`src/shared/ssv_cfg.svh`:
```
`ifndef SSV_CFG_SVH
`define SSV_CFG_SVH

// ----------------------------------------
// Register map and field positions
// ----------------------------------------
`define SSV_REG_SYNC_CTRL     8'h0E
`define SSV_REG_THRESHOLD     8'h0F
`define SSV_BIT_VSRC_SEL      0
`define SSV_BIT_VSRC_OVR      1
`define SSV_BIT_HSRC_SEL      3
`define SSV_CTRL_RESET        8'h00
`define SSV_THRESH_RESET      8'h20

// ----------------------------------------
// Timing
// ----------------------------------------
`define SSV_CORE_CLK_KHZ      10000
`define SSV_TICK_KHZ          5000
`define SSV_TICK_DIV          (`SSV_CORE_CLK_KHZ / `SSV_TICK_KHZ)
`define SSV_ACT_WINDOW        16'hFFFF

`endif

```
`src/shared/ssv_pkg.sv`:
```
`default_nettype none

package ssv_pkg;

	// ----------------------------------------
	// Types
	// ----------------------------------------
	typedef enum logic [1:0]
	{
		SSV_SEARCH = 2'b01,
		SSV_IN_VS  = 2'b10
	} ssv_state_t;

	typedef struct packed
	{
		logic we;
		logic [7:0] addr;
		logic [7:0] wdata;
	} ssv_reg_wr_t;

	typedef struct packed
	{
		logic hsync;
		logic vsync;
		logic active_vertical_source_flag;
		logic sep_vs;
	} ssv_sync_out_t;

endpackage : ssv_pkg

`default_nettype wire

```
`src/design/ssv_sync_sep.sv`:
```
// How it works
// - Control bit 3 chooses separate hsync (0) or green-channel sync (1).
// - Control bit 0 chooses vsync pin (0) or separator output (1).
// - Separator is an 8-bit counter stepped by a 5 MHz tick.
// - Separator counts active-high sync only; csync_norm must be polarity-normalised upstream.
// - Searching, counter rises each tick while sync pulse is active.
// - After a pulse the counter falls each tick and stops at zero.
// - Vsync declared when counter exceeds the programmed threshold register.
// - On detection clear counter, then count up while sync is inactive.
// - Vsync ended when absence count reaches threshold, rejecting serrations.
// - After end, clear counter and return to searching.
// - Override bit 1 forces active source flag to control bit 0.
// - Without override, flag follows vsync pin activity: 1 while a pin edge has been seen within the activity window, else 0.
`timescale 1ns/1ps
`default_nettype none
`include "ssv_cfg.svh"

module ssv_sync_sep
#(
	parameter int ACT_W = 16
)
(
	input  wire logic                  core_clk,
	input  wire logic                  srst,
	input  wire ssv_pkg::ssv_reg_wr_t  reg_wr,
	input  wire logic [7:0]            reg_raddr,
	output logic [7:0]                 reg_rdata,
	input  wire logic                  hsync_in,
	input  wire logic                  green_channel_sync_input,
	input  wire logic                  vsync_in,
	input  wire logic                  csync_norm,
	output ssv_pkg::ssv_sync_out_t     sync_out
);

	// ----------------------------------------
	// Registers and synchronisers
	// ----------------------------------------
	logic [7:0]             ctrl_q, ctrl_d;
	logic [7:0]             thr_q, thr_d;
	logic [3:0]             s1_q, s2_q;
	logic                   vs_prev_q;
	logic [ACT_W-1:0]       act_cnt_q, act_cnt_d;
	logic                   vs_act_q, vs_act_d;
	logic [1:0]             div_q, div_d;
	logic                   tick_q, tick_d;
	logic [7:0]             cnt_q, cnt_d;
	ssv_pkg::ssv_state_t    st_q, st_d;
	ssv_pkg::ssv_sync_out_t out_d;
	logic [7:0]             rdata_d;

	logic hs_s, green_s, vs_s, cs_s;
	assign {hs_s, green_s, vs_s, cs_s} = s2_q;

	// Saturating increment keeps long pulses pinned at the top.
	function automatic logic [7:0] sat_inc(input logic [7:0] v);
		sat_inc = (v == 8'hFF) ? v : v + 8'h01;
	endfunction : sat_inc

	// Register writes steer the muxes and the separator threshold.
	always_comb
	begin
		ctrl_d = ctrl_q;
		thr_d  = thr_q;
		if (reg_wr.we && reg_wr.addr == `SSV_REG_SYNC_CTRL)
			ctrl_d = reg_wr.wdata;
		if (reg_wr.we && reg_wr.addr == `SSV_REG_THRESHOLD)
			thr_d = reg_wr.wdata;
		case (reg_raddr)
			`SSV_REG_SYNC_CTRL: rdata_d = ctrl_q;
			`SSV_REG_THRESHOLD: rdata_d = thr_q;
			default:            rdata_d = 8'h00;
		endcase
	end

	// Tick divider: one-cycle enable at the 5 MHz count rate.
	always_comb
	begin
		div_d  = div_q;
		tick_d = 1'b0;
		if (div_q == 2'(`SSV_TICK_DIV - 1))
		begin
			div_d  = 2'h0;
			tick_d = 1'b1;
		end
		else
			div_d = div_q + 2'h1;
	end

	// Vsync pin activity: an edge seen within the window counts as active.
	always_comb
	begin
		act_cnt_d = act_cnt_q;
		vs_act_d  = vs_act_q;
		if (vs_s != vs_prev_q)
		begin
			act_cnt_d = '0;
			vs_act_d  = 1'b1;
		end
		else if (act_cnt_q == ACT_W'(`SSV_ACT_WINDOW))
			vs_act_d = 1'b0;
		else
			act_cnt_d = act_cnt_q + ACT_W'(1);
	end

	// Separator: csync_norm is already polarity-normalised upstream.
	always_comb
	begin
		cnt_d = cnt_q;
		st_d  = st_q;
		if (tick_q)
		begin
			case (st_q)
				ssv_pkg::SSV_SEARCH:
				begin
					if (cnt_q > thr_q)
					begin
						st_d  = ssv_pkg::SSV_IN_VS;
						cnt_d = 8'h00;
					end
					else if (cs_s)
						cnt_d = sat_inc(cnt_q);
					else if (cnt_q != 8'h00)
						cnt_d = cnt_q - 8'h01;
				end
				ssv_pkg::SSV_IN_VS:
				begin
					if (cnt_q >= thr_q)
					begin
						st_d  = ssv_pkg::SSV_SEARCH;
						cnt_d = 8'h00;
					end
					else if (!cs_s)
						cnt_d = sat_inc(cnt_q);
				end
				default:
				begin
					st_d  = ssv_pkg::SSV_SEARCH;
					cnt_d = 8'h00;
				end
			endcase
		end
	end

	// Output muxes and active source flag.
	always_comb
	begin
		out_d.sep_vs = (st_d == ssv_pkg::SSV_IN_VS);
		out_d.hsync  = ctrl_q[`SSV_BIT_HSRC_SEL] ? green_s : hs_s;
		out_d.vsync  = ctrl_q[`SSV_BIT_VSRC_SEL] ? out_d.sep_vs : vs_s;
		if (ctrl_q[`SSV_BIT_VSRC_OVR])
			out_d.active_vertical_source_flag = ctrl_q[`SSV_BIT_VSRC_SEL];
		else
			out_d.active_vertical_source_flag = vs_act_q;
	end

	// State registers.
	always_ff @(posedge core_clk)
	begin
		s1_q      <= {hsync_in, green_channel_sync_input, vsync_in, csync_norm};
		s2_q      <= s1_q;
		// The edge reference tracks the pin through reset, so a pin idling high
		// does not look like activity on the first cycle afterwards.
		vs_prev_q <= vs_s;
		if (srst)
		begin
			ctrl_q    <= `SSV_CTRL_RESET;
			thr_q     <= `SSV_THRESH_RESET;
			act_cnt_q <= '0;
			vs_act_q  <= 1'b0;
			div_q     <= 2'h0;
			tick_q    <= 1'b0;
			cnt_q     <= 8'h00;
			st_q      <= ssv_pkg::SSV_SEARCH;
			sync_out  <= '0;
			reg_rdata <= 8'h00;
		end
		else
		begin
			ctrl_q    <= ctrl_d;
			thr_q     <= thr_d;
			act_cnt_q <= act_cnt_d;
			vs_act_q  <= vs_act_d;
			div_q     <= div_d;
			tick_q    <= tick_d;
			cnt_q     <= cnt_d;
			st_q      <= st_d;
			sync_out  <= out_d;
			reg_rdata <= rdata_d;
		end
	end
endmodule : ssv_sync_sep

`default_nettype wire

```
`config.mk`:
```
export PLATFORM = sky130hd
export DESIGN_NAME = ssv_sync_sep
export DESIGN_NICKNAME = d
export VERILOG_FILES = /design/src/shared/ssv_pkg.sv /design/src/design/ssv_sync_sep.sv
export VERILOG_INCLUDE_DIRS = /design/src /design/src/shared
export SDC_FILE = /design/constraint.sdc
export NUM_CORES = 1
export LEC_CHECK = 0
export ABC_AREA = 1
export ABC_CLOCK_PERIOD_IN_PS = 1700
export BUFFER_PORTS_ARGS = -buffer_cell sky130_fd_sc_hd__buf_2
export CAP_MARGIN = 25
export CORE_ASPECT_RATIO = 0.8
export CORE_MARGIN = 3
export CORE_UTILIZATION = 52
export CTS_BUF_LIST = sky130_fd_sc_hd__clkbuf_4 sky130_fd_sc_hd__clkbuf_8 sky130_fd_sc_hd__clkbuf_16
export DETAILED_ROUTE_END_ITERATION = 8
export PLACE_DENSITY = 0.75
export REMOVE_ABC_BUFFERS = 1
export SYNTH_ARGS = -nofsm -noshare
export SYNTH_HDL_FRONTEND = slang
export SYNTH_SLANG_ARGS = --single-unit
```
`constraint.sdc`:
```
create_clock -name core_clk -period 1.7 [get_ports core_clk]
set_input_delay 0.17 -clock core_clk [delete_from_list [all_inputs] [get_ports core_clk]]
set_output_delay 0.17 -clock core_clk [all_outputs]
set_load 0.02 [all_outputs]
```
Word level (Yosys, flattened, before mapping)
Index checks and enable logic that the tools add are counted.
{"block": "word_totals", "reg_bits": 67}
{"block": "op_classes", "n_eq_ne": 13, "addsub": 4, "n_reduce_logical": 7, "n_mux": 18, "n_lt_le_gt_ge": 2}
{"op": "8-bit 2-to-1 mux", "n": 6}
{"op": "8-bit by 4-bit == test with 1-bit output (second input constant)", "n": 4}
{"op": "8-bit one-hot mux with 2 select lines", "n": 2}
{"op": "16-bit by 1-bit adder with 16-bit output (second input constant)", "n": 1}
{"op": "16-bit == test (second input constant)", "n": 1}
{"op": "8-bit by 1-bit adder with 8-bit output (second input constant)", "n": 1}
{"op": "8-bit == test (second input constant)", "n": 1}
{"op": "8-bit >= comparator", "n": 1}
{"op": "8-bit > comparator", "n": 1}
{"op": "8-bit nonzero test", "n": 1}
{"op": "8-bit by 1-bit subtractor with 8-bit output (second input constant)", "n": 1}
{"op": "1-bit 2-to-1 mux", "n": 6}
{"op": "2-bit 2-to-1 mux", "n": 3}
{"op": "2-bit by 1-bit == test with 1-bit output (second input constant)", "n": 2}
{"op": "2-bit == test (second input constant)", "n": 2}
{"op": "4-bit inequality test (second input constant)", "n": 1}
{"op": "2-bit one-hot mux with 2 select lines", "n": 1}
{"op": "2-bit OR reduction", "n": 2}
{"op": "3-bit inequality test (second input constant)", "n": 1}
{"op": "3-bit AND reduction", "n": 1}
{"op": "2-bit by 1-bit adder with 2-bit output (second input constant)", "n": 1}
{"op": "1-bit logical AND", "n": 2}
{"op": "2-bit nonzero test", "n": 1}
{"op": "1-bit inequality test", "n": 1}

Depth between registers and ports, before layout
Gate-level depths: netlist of run 1.
{"block": "depth", "ltp_word": 6, "depth_mapped": 16, "ltp_nobuf": 16}

Worst setup path before layout of run 1
No wires, ideal clock.
{"block": "synth_timing", "kind": "reg-to-reg", "from": "reg cnt_q[0]", "to": "reg cnt_q[0]", "required_time_ps": 1561, "setup_time_ps": 139, "n_path_buf": 0, "arrival_time_ps": 1581, "period_less_slack_ps": 1720, "slack_ps": -20, "stages_incl_launch_ff": 12, "cell_sequence": "dfxtp_1 -> inv_1 -> ha_1 -> nand2_1 -> nor2_1 -> nand2_2 -> nand2_4 -> nand3_2 -> nand3b_2 -> inv_2 -> nand2_1 -> a21oi_2"}
{"block": "synth_between", "elab_chain_cells": 5, "word_cells_on_any_way": 16}
{"element": "start: declaration", "line_no": "ssv_sync_sep.sv:46", "rtl": "logic [7:0] cnt_q, cnt_d;"}
{"element": "start signal: assignment", "line_no": "ssv_sync_sep.sv:185", "rtl": "cnt_q <= cnt_d;"}
{"element": "8-bit by 1-bit adder with 8-bit output, or another cell as far along", "line_no": "ssv_sync_sep.sv:56", "rtl": "sat_inc = (v == 8'hFF) ? v : v + 8'h01;"}
{"element": "8-bit 2-to-1 mux, on equally long branches", "line_no": "ssv_sync_sep.sv:56, ssv_sync_sep.sv:122"}
{"element": "8-bit 2-to-1 mux, on equally long branches", "line_no": "ssv_sync_sep.sv:132, ssv_sync_sep.sv:120"}
{"element": "8-bit 2-to-1 mux, on equally long branches", "line_no": "ssv_sync_sep.sv:127, ssv_sync_sep.sv:115"}
{"element": "8-bit one-hot mux with 2 select lines", "line_no": "ssv_sync_sep.sv:112", "rtl": "case (st_q)"}
Several ways; a longest one is shown, not always the timed one. The select of a mux whose other input is x is not followed.
A chain may end at the register's enable or synchronous reset.

Worst setup path after layout of run 1
{"block": "layout_timing", "from": "reg thr_q[6]", "to": "reg cnt_q[6]"}
{"block": "layout_between", "elab_chain_cells": 3, "word_cells_on_any_way": 8}
{"element": "start: declaration", "line_no": "ssv_sync_sep.sv:39", "rtl": "logic [7:0] thr_q, thr_d;"}
{"element": "start signal: assignment", "line_no": "ssv_sync_sep.sv:167", "rtl": "thr_q <= `SSV_THRESH_RESET;"}
{"element": "start signal: assignment", "line_no": "ssv_sync_sep.sv:180", "rtl": "thr_q <= thr_d;"}
{"element": "8-bit > comparator or 8-bit >= comparator (tied branches)", "line_no": "ssv_sync_sep.sv:115, ssv_sync_sep.sv:127"}
{"element": "4-bit inequality test (no source line), or another cell as far along"}
{"element": "3-bit AND reduction (no source line) or 8-bit one-hot mux with 2 select lines (tied branches)"}
Several ways; a longest one is shown, not always the timed one.

==> results of run 1 <==
critical path, stage by stage, from the launching register on:
cell	delay (ps)
dfxtp_2	320
inv_1	70
ha_4	280
nand2_4	60
nor2_4	120
nand2_2	120
nand4_1	180
buf_4	150
nor2_2	30
nor2_2	160
nor2_4	40
nor2_1	130
nor2_1	50
kinds of logic (layout without fill, tap and decap cells):
group	count (synthesis)	after routing	share of synthesized area (%)
AOI/OAI and AO/OA	82	82	13.72
xor gates and xnor gates	11	11	2.709
adders and majority gates	15	15	5.278
buffers and inverters	99	184	10.80
DFF	67	67	37.72
and+or+nand+nor	213	214	29.77
layout by cell type, fill, tap and decap left out, types with 3 or more instances in the layout:
cell type and n:
nor2_1 37, dfxtp_2 10, inv_1 76, o211ai_1 3, inv_2 11, clkbuf_8 9
xor2_1 4, nand2_1 81, a21oi_1 20, nand2_2 14, o21ai_2 3, xnor2_1 5
buf_4 31, nor2_4 7, nor2_2 10, a211oi_1 8, ha_4 8, nand4_1 13
nand3_2 3, o21ai_0 16, nand2_4 9, ha_1 7, a21oi_2 9, dfxtp_1 57
buf_2 42, nand3_1 21, o21ai_1 9, o22ai_1 8, dlygate4sd3_1 4, nor3_1 5
worst max-delay path by stage:
stage | depth (start not counted) | endpoint | slack, ps | startpoint
after floorplan | 13 | cnt_q[0] | -40 | cnt_q[3]
after global placement | 13 | cnt_q[5] | -60 | thr_q[7]
after CTS | 15 | cnt_q[4] | -70 | thr_q[1]
after global routing | 15 | cnt_q[3] | -260 | thr_q[3]
after detailed placement | 13 | cnt_q[5] | -180 | thr_q[7]
final | 12 | cnt_q[6] | -140 | thr_q[6]
per-layer routing:
metal / GRT usage [%] / vias up / wire length, um
met5: 0 / - / 0
met4: 7.231 / 0 / 93
met3: 6.900 / 9 / 785
met2: 33.13 / 147 / 4148
met1: 31.07 / 1606 / 4169
li1: - / 1732 / -
power by group:
part           internal [mW]  total [mW]  switching, mW
Sequential              1.62        1.65         0.0325
Clock                  0.835        1.49          0.656
Combinational          0.281       0.698          0.417
registers in the layout, indices dropped and copies added (netlist names), 2 cells and up:
name	flops
div_q	2
act_cnt_q	16
s1_q	4
reg_rdata	8
s2_q	4
thr_q	8
ctrl_q	8
cnt_q	8
sync_out	4
st_q	2
cell type report:
| cell class | count | share of cell area, % |
|---|---|---|
| clock inverters | 7 | 2.121 |
| inverters | 88 | 7.250 |
| well taps | 84 | 2.256 |
| repair buffers | 80 | 11.28 |
| multi-input cells | 322 | 45.38 |
| flip-flops and latches | 67 | 29.05 |
| clock buffers | 9 | 2.658 |
timing repair:
action / 4_1_cts / 5_1_grt
cloned: 1 / 0
pin swaps: 21 / 30
setup endpoints to repair: 11 / 19
endpoints found under the hold margin: 4 / 0
hold buffers: 4 / 0
setup buffers: 0 / 3
gates resized for setup: 20 / 61
==> metrics.cfg, run 1 <==
[status]
status=finished with violations
violations=setup timing

[power_and_ir_drop]
power_mw=3.837
vdd_ir_drop_max_mv=0.7800
cellPowerDensity_mw_per_mm2=823.5
p_leak_nw=2.162

[worst_hold_path]
hp-start=reg_wr[0]
min_path_cells=3
min_to=ctrl_q[0]
hold_class=in -> reg

[yosys]
avgSynthCellArea_sq_um=7.302
yosys.cell_types.count=42
ys_warn_count=0
synthTopCellsByCount=nand2_1, inv_1, dfxtp_1, nor2_1
syn_inst=487
synth_area_sq_mm=0.003556
yosys.area.top_type=dfxtp_1
ys_seq_elements=67
synth.top_cell.area_share_pct=37.72
async_flop_share_pct=0
synth-edff-count=0
yosysMostFrequentCell=nand2_1
ys_top_cells_by_area=dfxtp_1, nand2_1, inv_1
seq_area_frac_synth_pct=37.72
ys.flop_type=dfxtp_1

[timing]
setup_ws_ps=-138.0
min_period_ps=1838
finClkSkew_ps=7.432
setup_viol=15
slew_viol_final=0
fin_tns_setup_ps=-1407
rsz0062_at_grt=yes
fmax_mhz=544.1
holdWs_ps=68.41
hold_viol_final=0
relSlewSlack_pct=73.70
fin_crit_sh_pct=108.1
tightest_slew_ps=393.3

[placement]
dp_hpwl_um=6437
place.gp.congestion=0.9399
place_area_sq_mm=0.004050
place_ws_ps=-176.4
numPortBuffers=42
place_inst=633

[critical_path]
critPathCaptureType=register
crit_type=reg -> reg
required_ps=1930
rrSetupSlack_ps=-140
rr_worst_depth=12
cp.arrival_ps=2070
critPathLaunchType=register
reg2reg_from=thr_q[6]
critPathMaxFanout=5
r2r-end=cnt_q[6]

[floorplan]
floorplan.initialDensity_pct=54.65
ios=43
fp.dieW_um=98.46
dieHeight_um=79.97
die-area_sq_mm=0.007873
core_sq_mm=0.006506
rows=26

[final_layout]
syn2layout_area_growth_pct=31.03
diodes=0
final_area_sq_mm=0.004659
stdcell_count=657
fin_nets=614
seqCellArea_sq_mm=0.001354
fillers=512
drive_gt1_share_pct=33.16
multi_input_area_sq_mm=0.002115
final_core_util_pct=71.62

[global_routing]
grt_pass1_vias=3103
grt_pass1_wl_um=14130
grt_antenna_before_repair=0
grt_max_degree=23
overflow=0
globalRouteTotalUtil_pct=22.41

[routing]
antenna_left=0
first_pass_iters=5
drt_iter0_drc=285
wire_per_inst_um=14.00
via_count=3494
vias_per_cell=5.318
wirelength_um=9196
drc=0

[clocking]
root_buffer=clkbuf_8
cts_htree_levels=3
clk_pin_slew_worst_paths_ps=70
clk_path_buf_depth=2
clk_latency_ps=350
cts_tree=yes
clock_sinks=67
cts_buffers=9

[flow_run]
maxCapViolations=0

Power figures use the tool's default switching activity.
==> run 2: changes to the inputs <==
Settings changed: ABC_AREA 1 to unset, CORE_UTILIZATION 52 to 51.
==> run 2 against run 1 <==
Effect of this change: the flow still finishes with violations (setup timing); clock-buffer cell count increased by 1; sequential share of layout area shrank 1.2 points; core utilization up 10 points; combinational power rose to 3.0 times the previous value; clock skew grew 3.8 ps; power increased by 39%; clock power grew 4%; critical path depth fell by 2; critical endpoint is now cnt_q[2]; highest routed layer unchanged.
==> metrics.cfg, run 2 <==
[status]
status=finished with violations
violations=setup timing

[critical_path]
critPathMaxFanout=5
rrSetupSlack_ps=-800
required_ps=2010
critPathCaptureType=register
r2r-end=cnt_q[2]
critPathLaunchType=register
cp.arrival_ps=2800
crit_type=reg -> reg
reg2reg_from=thr_q[3]
rr_worst_depth=10

[global_routing]
grt_pass1_wl_um=16180
globalRouteTotalUtil_pct=28.42
grt_antenna_before_repair=0
grt_pass1_vias=3392
overflow=0
grt_max_degree=18

[flow_run]
maxCapViolations=0

[yosys]
ys_top_cells_by_area=dfxtp_1, mux2i_1, nor2_1
synthTopCellsByCount=dfxtp_1, nor2_1, mux2i_1, nand2_1
ys_seq_elements=67
synth.top_cell.area_share_pct=42.09
syn_inst=354
ys.flop_type=dfxtp_1
async_flop_share_pct=0
avgSynthCellArea_sq_um=9.002
yosys.cell_types.count=62
yosys.area.top_type=dfxtp_1
ys_warn_count=0
synth_area_sq_mm=0.003187
synth-edff-count=0
seq_area_frac_synth_pct=42.09
yosysMostFrequentCell=dfxtp_1

[placement]
place_area_sq_mm=0.004021
place_inst=540
numPortBuffers=42
place.gp.congestion=0.9886
dp_hpwl_um=5926

[timing]
relSlewSlack_pct=71.98
setup_viol=18
finClkSkew_ps=11.19
setup_ws_ps=-797.3
slew_viol_final=0
tightest_slew_ps=414.4
fmax_mhz=400.4
hold_viol_final=0
rsz0062_at_grt=yes
fin_crit_sh_pct=146.9
min_period_ps=2497

[floorplan]
dieHeight_um=76.70
core_sq_mm=0.005974
fp.dieW_um=94.38
die-area_sq_mm=0.007239
rows=25
floorplan.initialDensity_pct=53.34
ios=43

[routing]
drt_iter0_drc=354
drc=0
wirelength_um=12050
wire_per_inst_um=20.67
antenna_left=0
first_pass_iters=6
via_count=3542
vias_per_cell=6.075

[final_layout]
fillers=318
stdcell_count=583
final_common_cell=buf_4
final_area_sq_mm=0.004898
syn2layout_area_growth_pct=53.71
largest_reg_flops=16
fin_nets=543
top_register=act_cnt_q
drive_gt1_share_pct=48.41
diodes=0
mostFrequentLayoutCells=buf_4, dfxtp_1, nor2_1

[power_and_ir_drop]
p_clk_share_pct=29.0
seqPwrFrac_pct=32.0
power_mw=5.338
internal_power_mw=3.497
swShare_pct=34.49
switching_power_mw=1.841
combPwrFrac_pct=39.0
vdd_ir_drop_max_mv=0.6820
p_leak_nw=2.159
cellPowerDensity_mw_per_mm2=1090

[clocking]
cts_buffers=9
cts_htree_levels=3
root_buffer=clkbuf_8
clk_latency_ps=370
clock_sinks=67
cts_tree=yes
clk_pin_slew_worst_paths_ps=80
clk_path_buf_depth=2

[worst_hold_path]
min_to=ctrl_q[5]
min_path_cells=3
hold_class=in -> reg
hp-start=reg_wr[5]

-- run 2: changes by cell type after synthesis, sizes merged, moves of 9 or more --
| cell | delta |
|---|---|
| o21ai | -12 |
| nand2 | -80 |
| and3 | +9 |
| nand3 | -13 |
| inv | -73 |
| mux2i | +27 |
| a21oi | -21 |
-- run 2: layout make-up --
type                       count  area, sq um  share of cell area (%)
inverter                      15        56.30                   1.149
tap                           81        101.3                   2.069
sequential                    67         1363                   27.82
timing repair buffer         143         1021                   20.84
clock inverter                 6        87.58                   1.788
clock buffer                  10        137.6                   2.810
multi-input combinational    261         2132                   43.52
-- run 2: worst max path at each step --
stage	start	endpoint	slack [ps]	cells after the start
finish	thr_q[3]	cnt_q[2]	-800	10
global route	thr_q[3]	cnt_q[2]	-850	10
CTS	thr_q[2]	cnt_q[0]	-590	9
detailed placement	thr_q[5]	cnt_q[4]	-680	9
global placement	thr_q[1]	cnt_q[4]	-610	9
floorplan	cnt_q[5]	cnt_q[4]	-680	8
-- run 2: what timing repair did --
action                                  4_1_cts  5_1_grt
gates resized for setup                      59       42
hold buffers                                  4        0
pin swaps                                    26       26
buffers inserted                              9       14
endpoints found under the setup margin       21       25
endpoints found under the hold margin         4        0
-- run 2: power groups by stage --
stage / clock network (mW) / logic [mW] / registers [mW]
final: 1.55 / 2.08 / 1.71
after global routing: 1.62 / 2.16 / 1.71
after CTS: 1.51 / 1.70 / 1.70
after detailed placement: 0 / 1.36 / 1.72
after global placement: 0 / 1.33 / 1.72
after floorplan: 0 / 0.699 / 1.75
-- run 2: per-layer routing --
metal  up-vias  share of wire [%]  routed length, um  GRT usage, %
met5         -                  0                  0             0
met4         0                5.8                693         9.380
met3        72                 10               1238         8.333
met2       274                 46               5564         47.24
met1      1647                 38               4554         35.09
li1       1549                  -                  -             -
-- run 2: through the flow --
step                      worst slack, ps  util, %  hold WS, ps  setup TNS [ps]
after floorplan                    -683.9        -        197.7           -6607
after global placement             -613.2    67.31        272.0           -6801
after detailed placement           -676.9    67.31        273.6           -7700
after CTS                          -587.2    77.47        69.04           -5787
after global routing               -849.8    81.99        62.08           -9361
final                              -797.3    81.99        54.38           -8151
-- run 2: cell families after synthesis --
group | count (synthesis) | synth area share, %
flops | 67 | 42.09
mux | 28 | 8.834
simple gates | 147 | 23.79
fa+ha+maj | 15 | 5.889
xor+xnor | 10 | 2.748
buf+inv | 26 | 3.180
compound gates | 61 | 13.47
-- run 2: critical path, cell delays in order (launching register included) --
cell      delay [ps]
dfxtp_2          340
inv_2             50
ha_4             280
nand4_1          190
nor2_4           220
a211oi_4          70
or3b_4           440
buf_6            160
or3_1            350
a21oi_1          170
o22a_1           170
==> run 3: changes to the inputs <==
Settings changed: CTS_CLUSTER_SIZE set to 25, TNS_END_PERCENT set to 5.
==> run 3 against run 2 <==
Effect of this change: the run still ends with setup timing left; routed wire length is 27% lower; non-clock buffer count down 23; highest routed layer unchanged; power shrank 9.2%; critical endpoint is now cnt_q[0]; sequential power barely moved; final cell count down 3.9%; largest cell class unchanged; flip-flop and latch count unchanged; first-iteration DRC count fell by 34%.
==> metrics.cfg, run 3 (synthesized netlist as in run 2, its figures left out) <==
[placement]
place.gp.congestion=0.9886
dp_hpwl_um=5926
numPortBuffers=42
place_ws_ps=-676.9
place_inst=540
place_area_sq_mm=0.004021

[critical_path]
critPathMaxFanout=6
r2r-end=cnt_q[0]
rrSetupSlack_ps=-650
required_ps=1970
rr_worst_depth=9
critPathCaptureType=register
cp.arrival_ps=2620
critPathLaunchType=register
crit_type=reg -> reg
reg2reg_from=thr_q[1]

[final_layout]
fin_nets=520
stdcell_count=560
top_register=act_cnt_q
diodes=0
drive_gt1_share_pct=40.71
syn2layout_area_growth_pct=42.21
final_core_util_pct=75.85
mostFrequentLayoutCells=buf_4, dfxtp_1, nor2_1
final_common_cell=buf_4
largest_reg_flops=16
final_area_sq_mm=0.004532

[global_routing]
grt_pass1_vias=3072
overflow=0
grt_max_degree=18
globalRouteTotalUtil_pct=24.32
grt_antenna_before_repair=0
grt_pass1_wl_um=14030

[floorplan]
rows=25
fp.dieW_um=94.38
floorplan.initialDensity_pct=53.34
core_sq_mm=0.005974
die-area_sq_mm=0.007239
dieHeight_um=76.70
ios=43

[power_and_ir_drop]
p_leak_nw=2.016
vdd_ir_drop_max_mv=0.6129
cellPowerDensity_mw_per_mm2=1070

[flow_run]
maxCapViolations=0

[routing]
first_pass_iters=5
drc=0
wirelength_um=8750
wire_per_inst_um=15.63
via_count=3118
vias_per_cell=5.568
antenna_left=0
drt_iter0_drc=234

[clocking]
clk_latency_ps=340
clk_path_buf_depth=2
clk_pin_slew_worst_paths_ps=70
cts_tree=yes
cts_htree_levels=3
cts_buffers=9
post_cts.repair.setup_buffers=0
clock_sinks=67
root_buffer=clkbuf_8

[timing]
setup_ws_ps=-652.0
fin_crit_sh_pct=138.4
hold_viol_final=0
min_period_ps=2352
holdWs_ps=81.42
setup_viol=15
relSlewSlack_pct=72.06
finClkSkew_ps=6.398
fmax_mhz=425.2
slew_viol_final=0
rsz0062_at_grt=yes
tightest_slew_ps=418.2

[worst_hold_path]
min_path_cells=3
hp-start=reg_wr[7]
hold_class=in -> reg
min_to=ctrl_q[7]

[status]
status=finished with violations
violations=setup timing

==> run 3: changes by cell type in the layout (fill, tap and decap cells not counted), moves of 3 or more <==
| cell | delta |
|---|---|
| dfxtp_2 | -3 |
| o21ai_2 | -3 |
| inv_2 | -5 |
| buf_6 | -5 |
| dfxtp_1 | +3 |
| inv_1 | +5 |
| nor2_4 | -4 |
| buf_4 | -17 |
==> run 3: layout make-up <==
class	instances	area, sq um
clock inverter	6	87.58
clock buffer	10	137.6
fill	395	1443
inverter	15	56.30
tap	81	101.3
sequential	67	1359
multi-input combinational	261	1968
timing repair buffer	120	822.0
==> run 3: metrics by stage <==
step	TNS, ps	power [mW]
4_1_cts	-5936	4.737
2_1_floorplan	-6607	2.451
3_5_place_dp	-7700	3.080
6_report	-6792	4.847
5_1_grt	-8090	5.065
3_3_place_gp	-6801	3.045
==> run 3: report_power, final <==
| part | internal (mW) | total [mW] | leakage (nW) | switching (mW) |
|---|---|---|---|---|
| Combinational | 0.809 | 1.66 | 1.35 | 0.853 |
| Sequential | 1.64 | 1.70 | 0.553 | 0.0537 |
| Clock | 0.868 | 1.49 | 0.117 | 0.620 |
| Total | 3.32 | 4.85 | 2.02 | 1.53 |
==> run 3: worst max-delay path, cell delays in order, from the launching register on <==
cell and delay [ps]:
dfxtp_2 350, inv_2 50, ha_4 260, nor2b_4 130, o211ai_2 110, a31oi_2 290
o21ai_1 150, or3b_4 450, or3_1 400, o21ai_1 90
==> run 3: how the worst max path moves through the flow <==
| stage | from | to |
|---|---|---|
| floorplan | cnt_q[5] | cnt_q[4] |
| global placement | thr_q[1] | cnt_q[4] |
| detailed placement | thr_q[5] | cnt_q[4] |
| CTS | thr_q[1] | cnt_q[0] |
| global route | cnt_q[0] | cnt_q[1] |
| finish | thr_q[1] | cnt_q[0] |
==> run 3: metal layers <==
layer / wire [um] / share of wire, % / up-vias / GRT usage [%]
met5: 0 / 0 / - / 0
met3: 717 / 8.2 / 15 / 8.137
met2: 4047 / 46 / 141 / 39.16
li1: - / - / 1508 / -
met1: 3852 / 44 / 1454 / 31.02
met4: 132 / 1.5 / 0 / 6.782
==> run 3: repair_timing <==
item,in CTS,in global routing
pin swaps,17,5
setup endpoints to repair,21,25
gates resized for setup,37,18
hold endpoints to repair,4,0
hold buffers,4,0
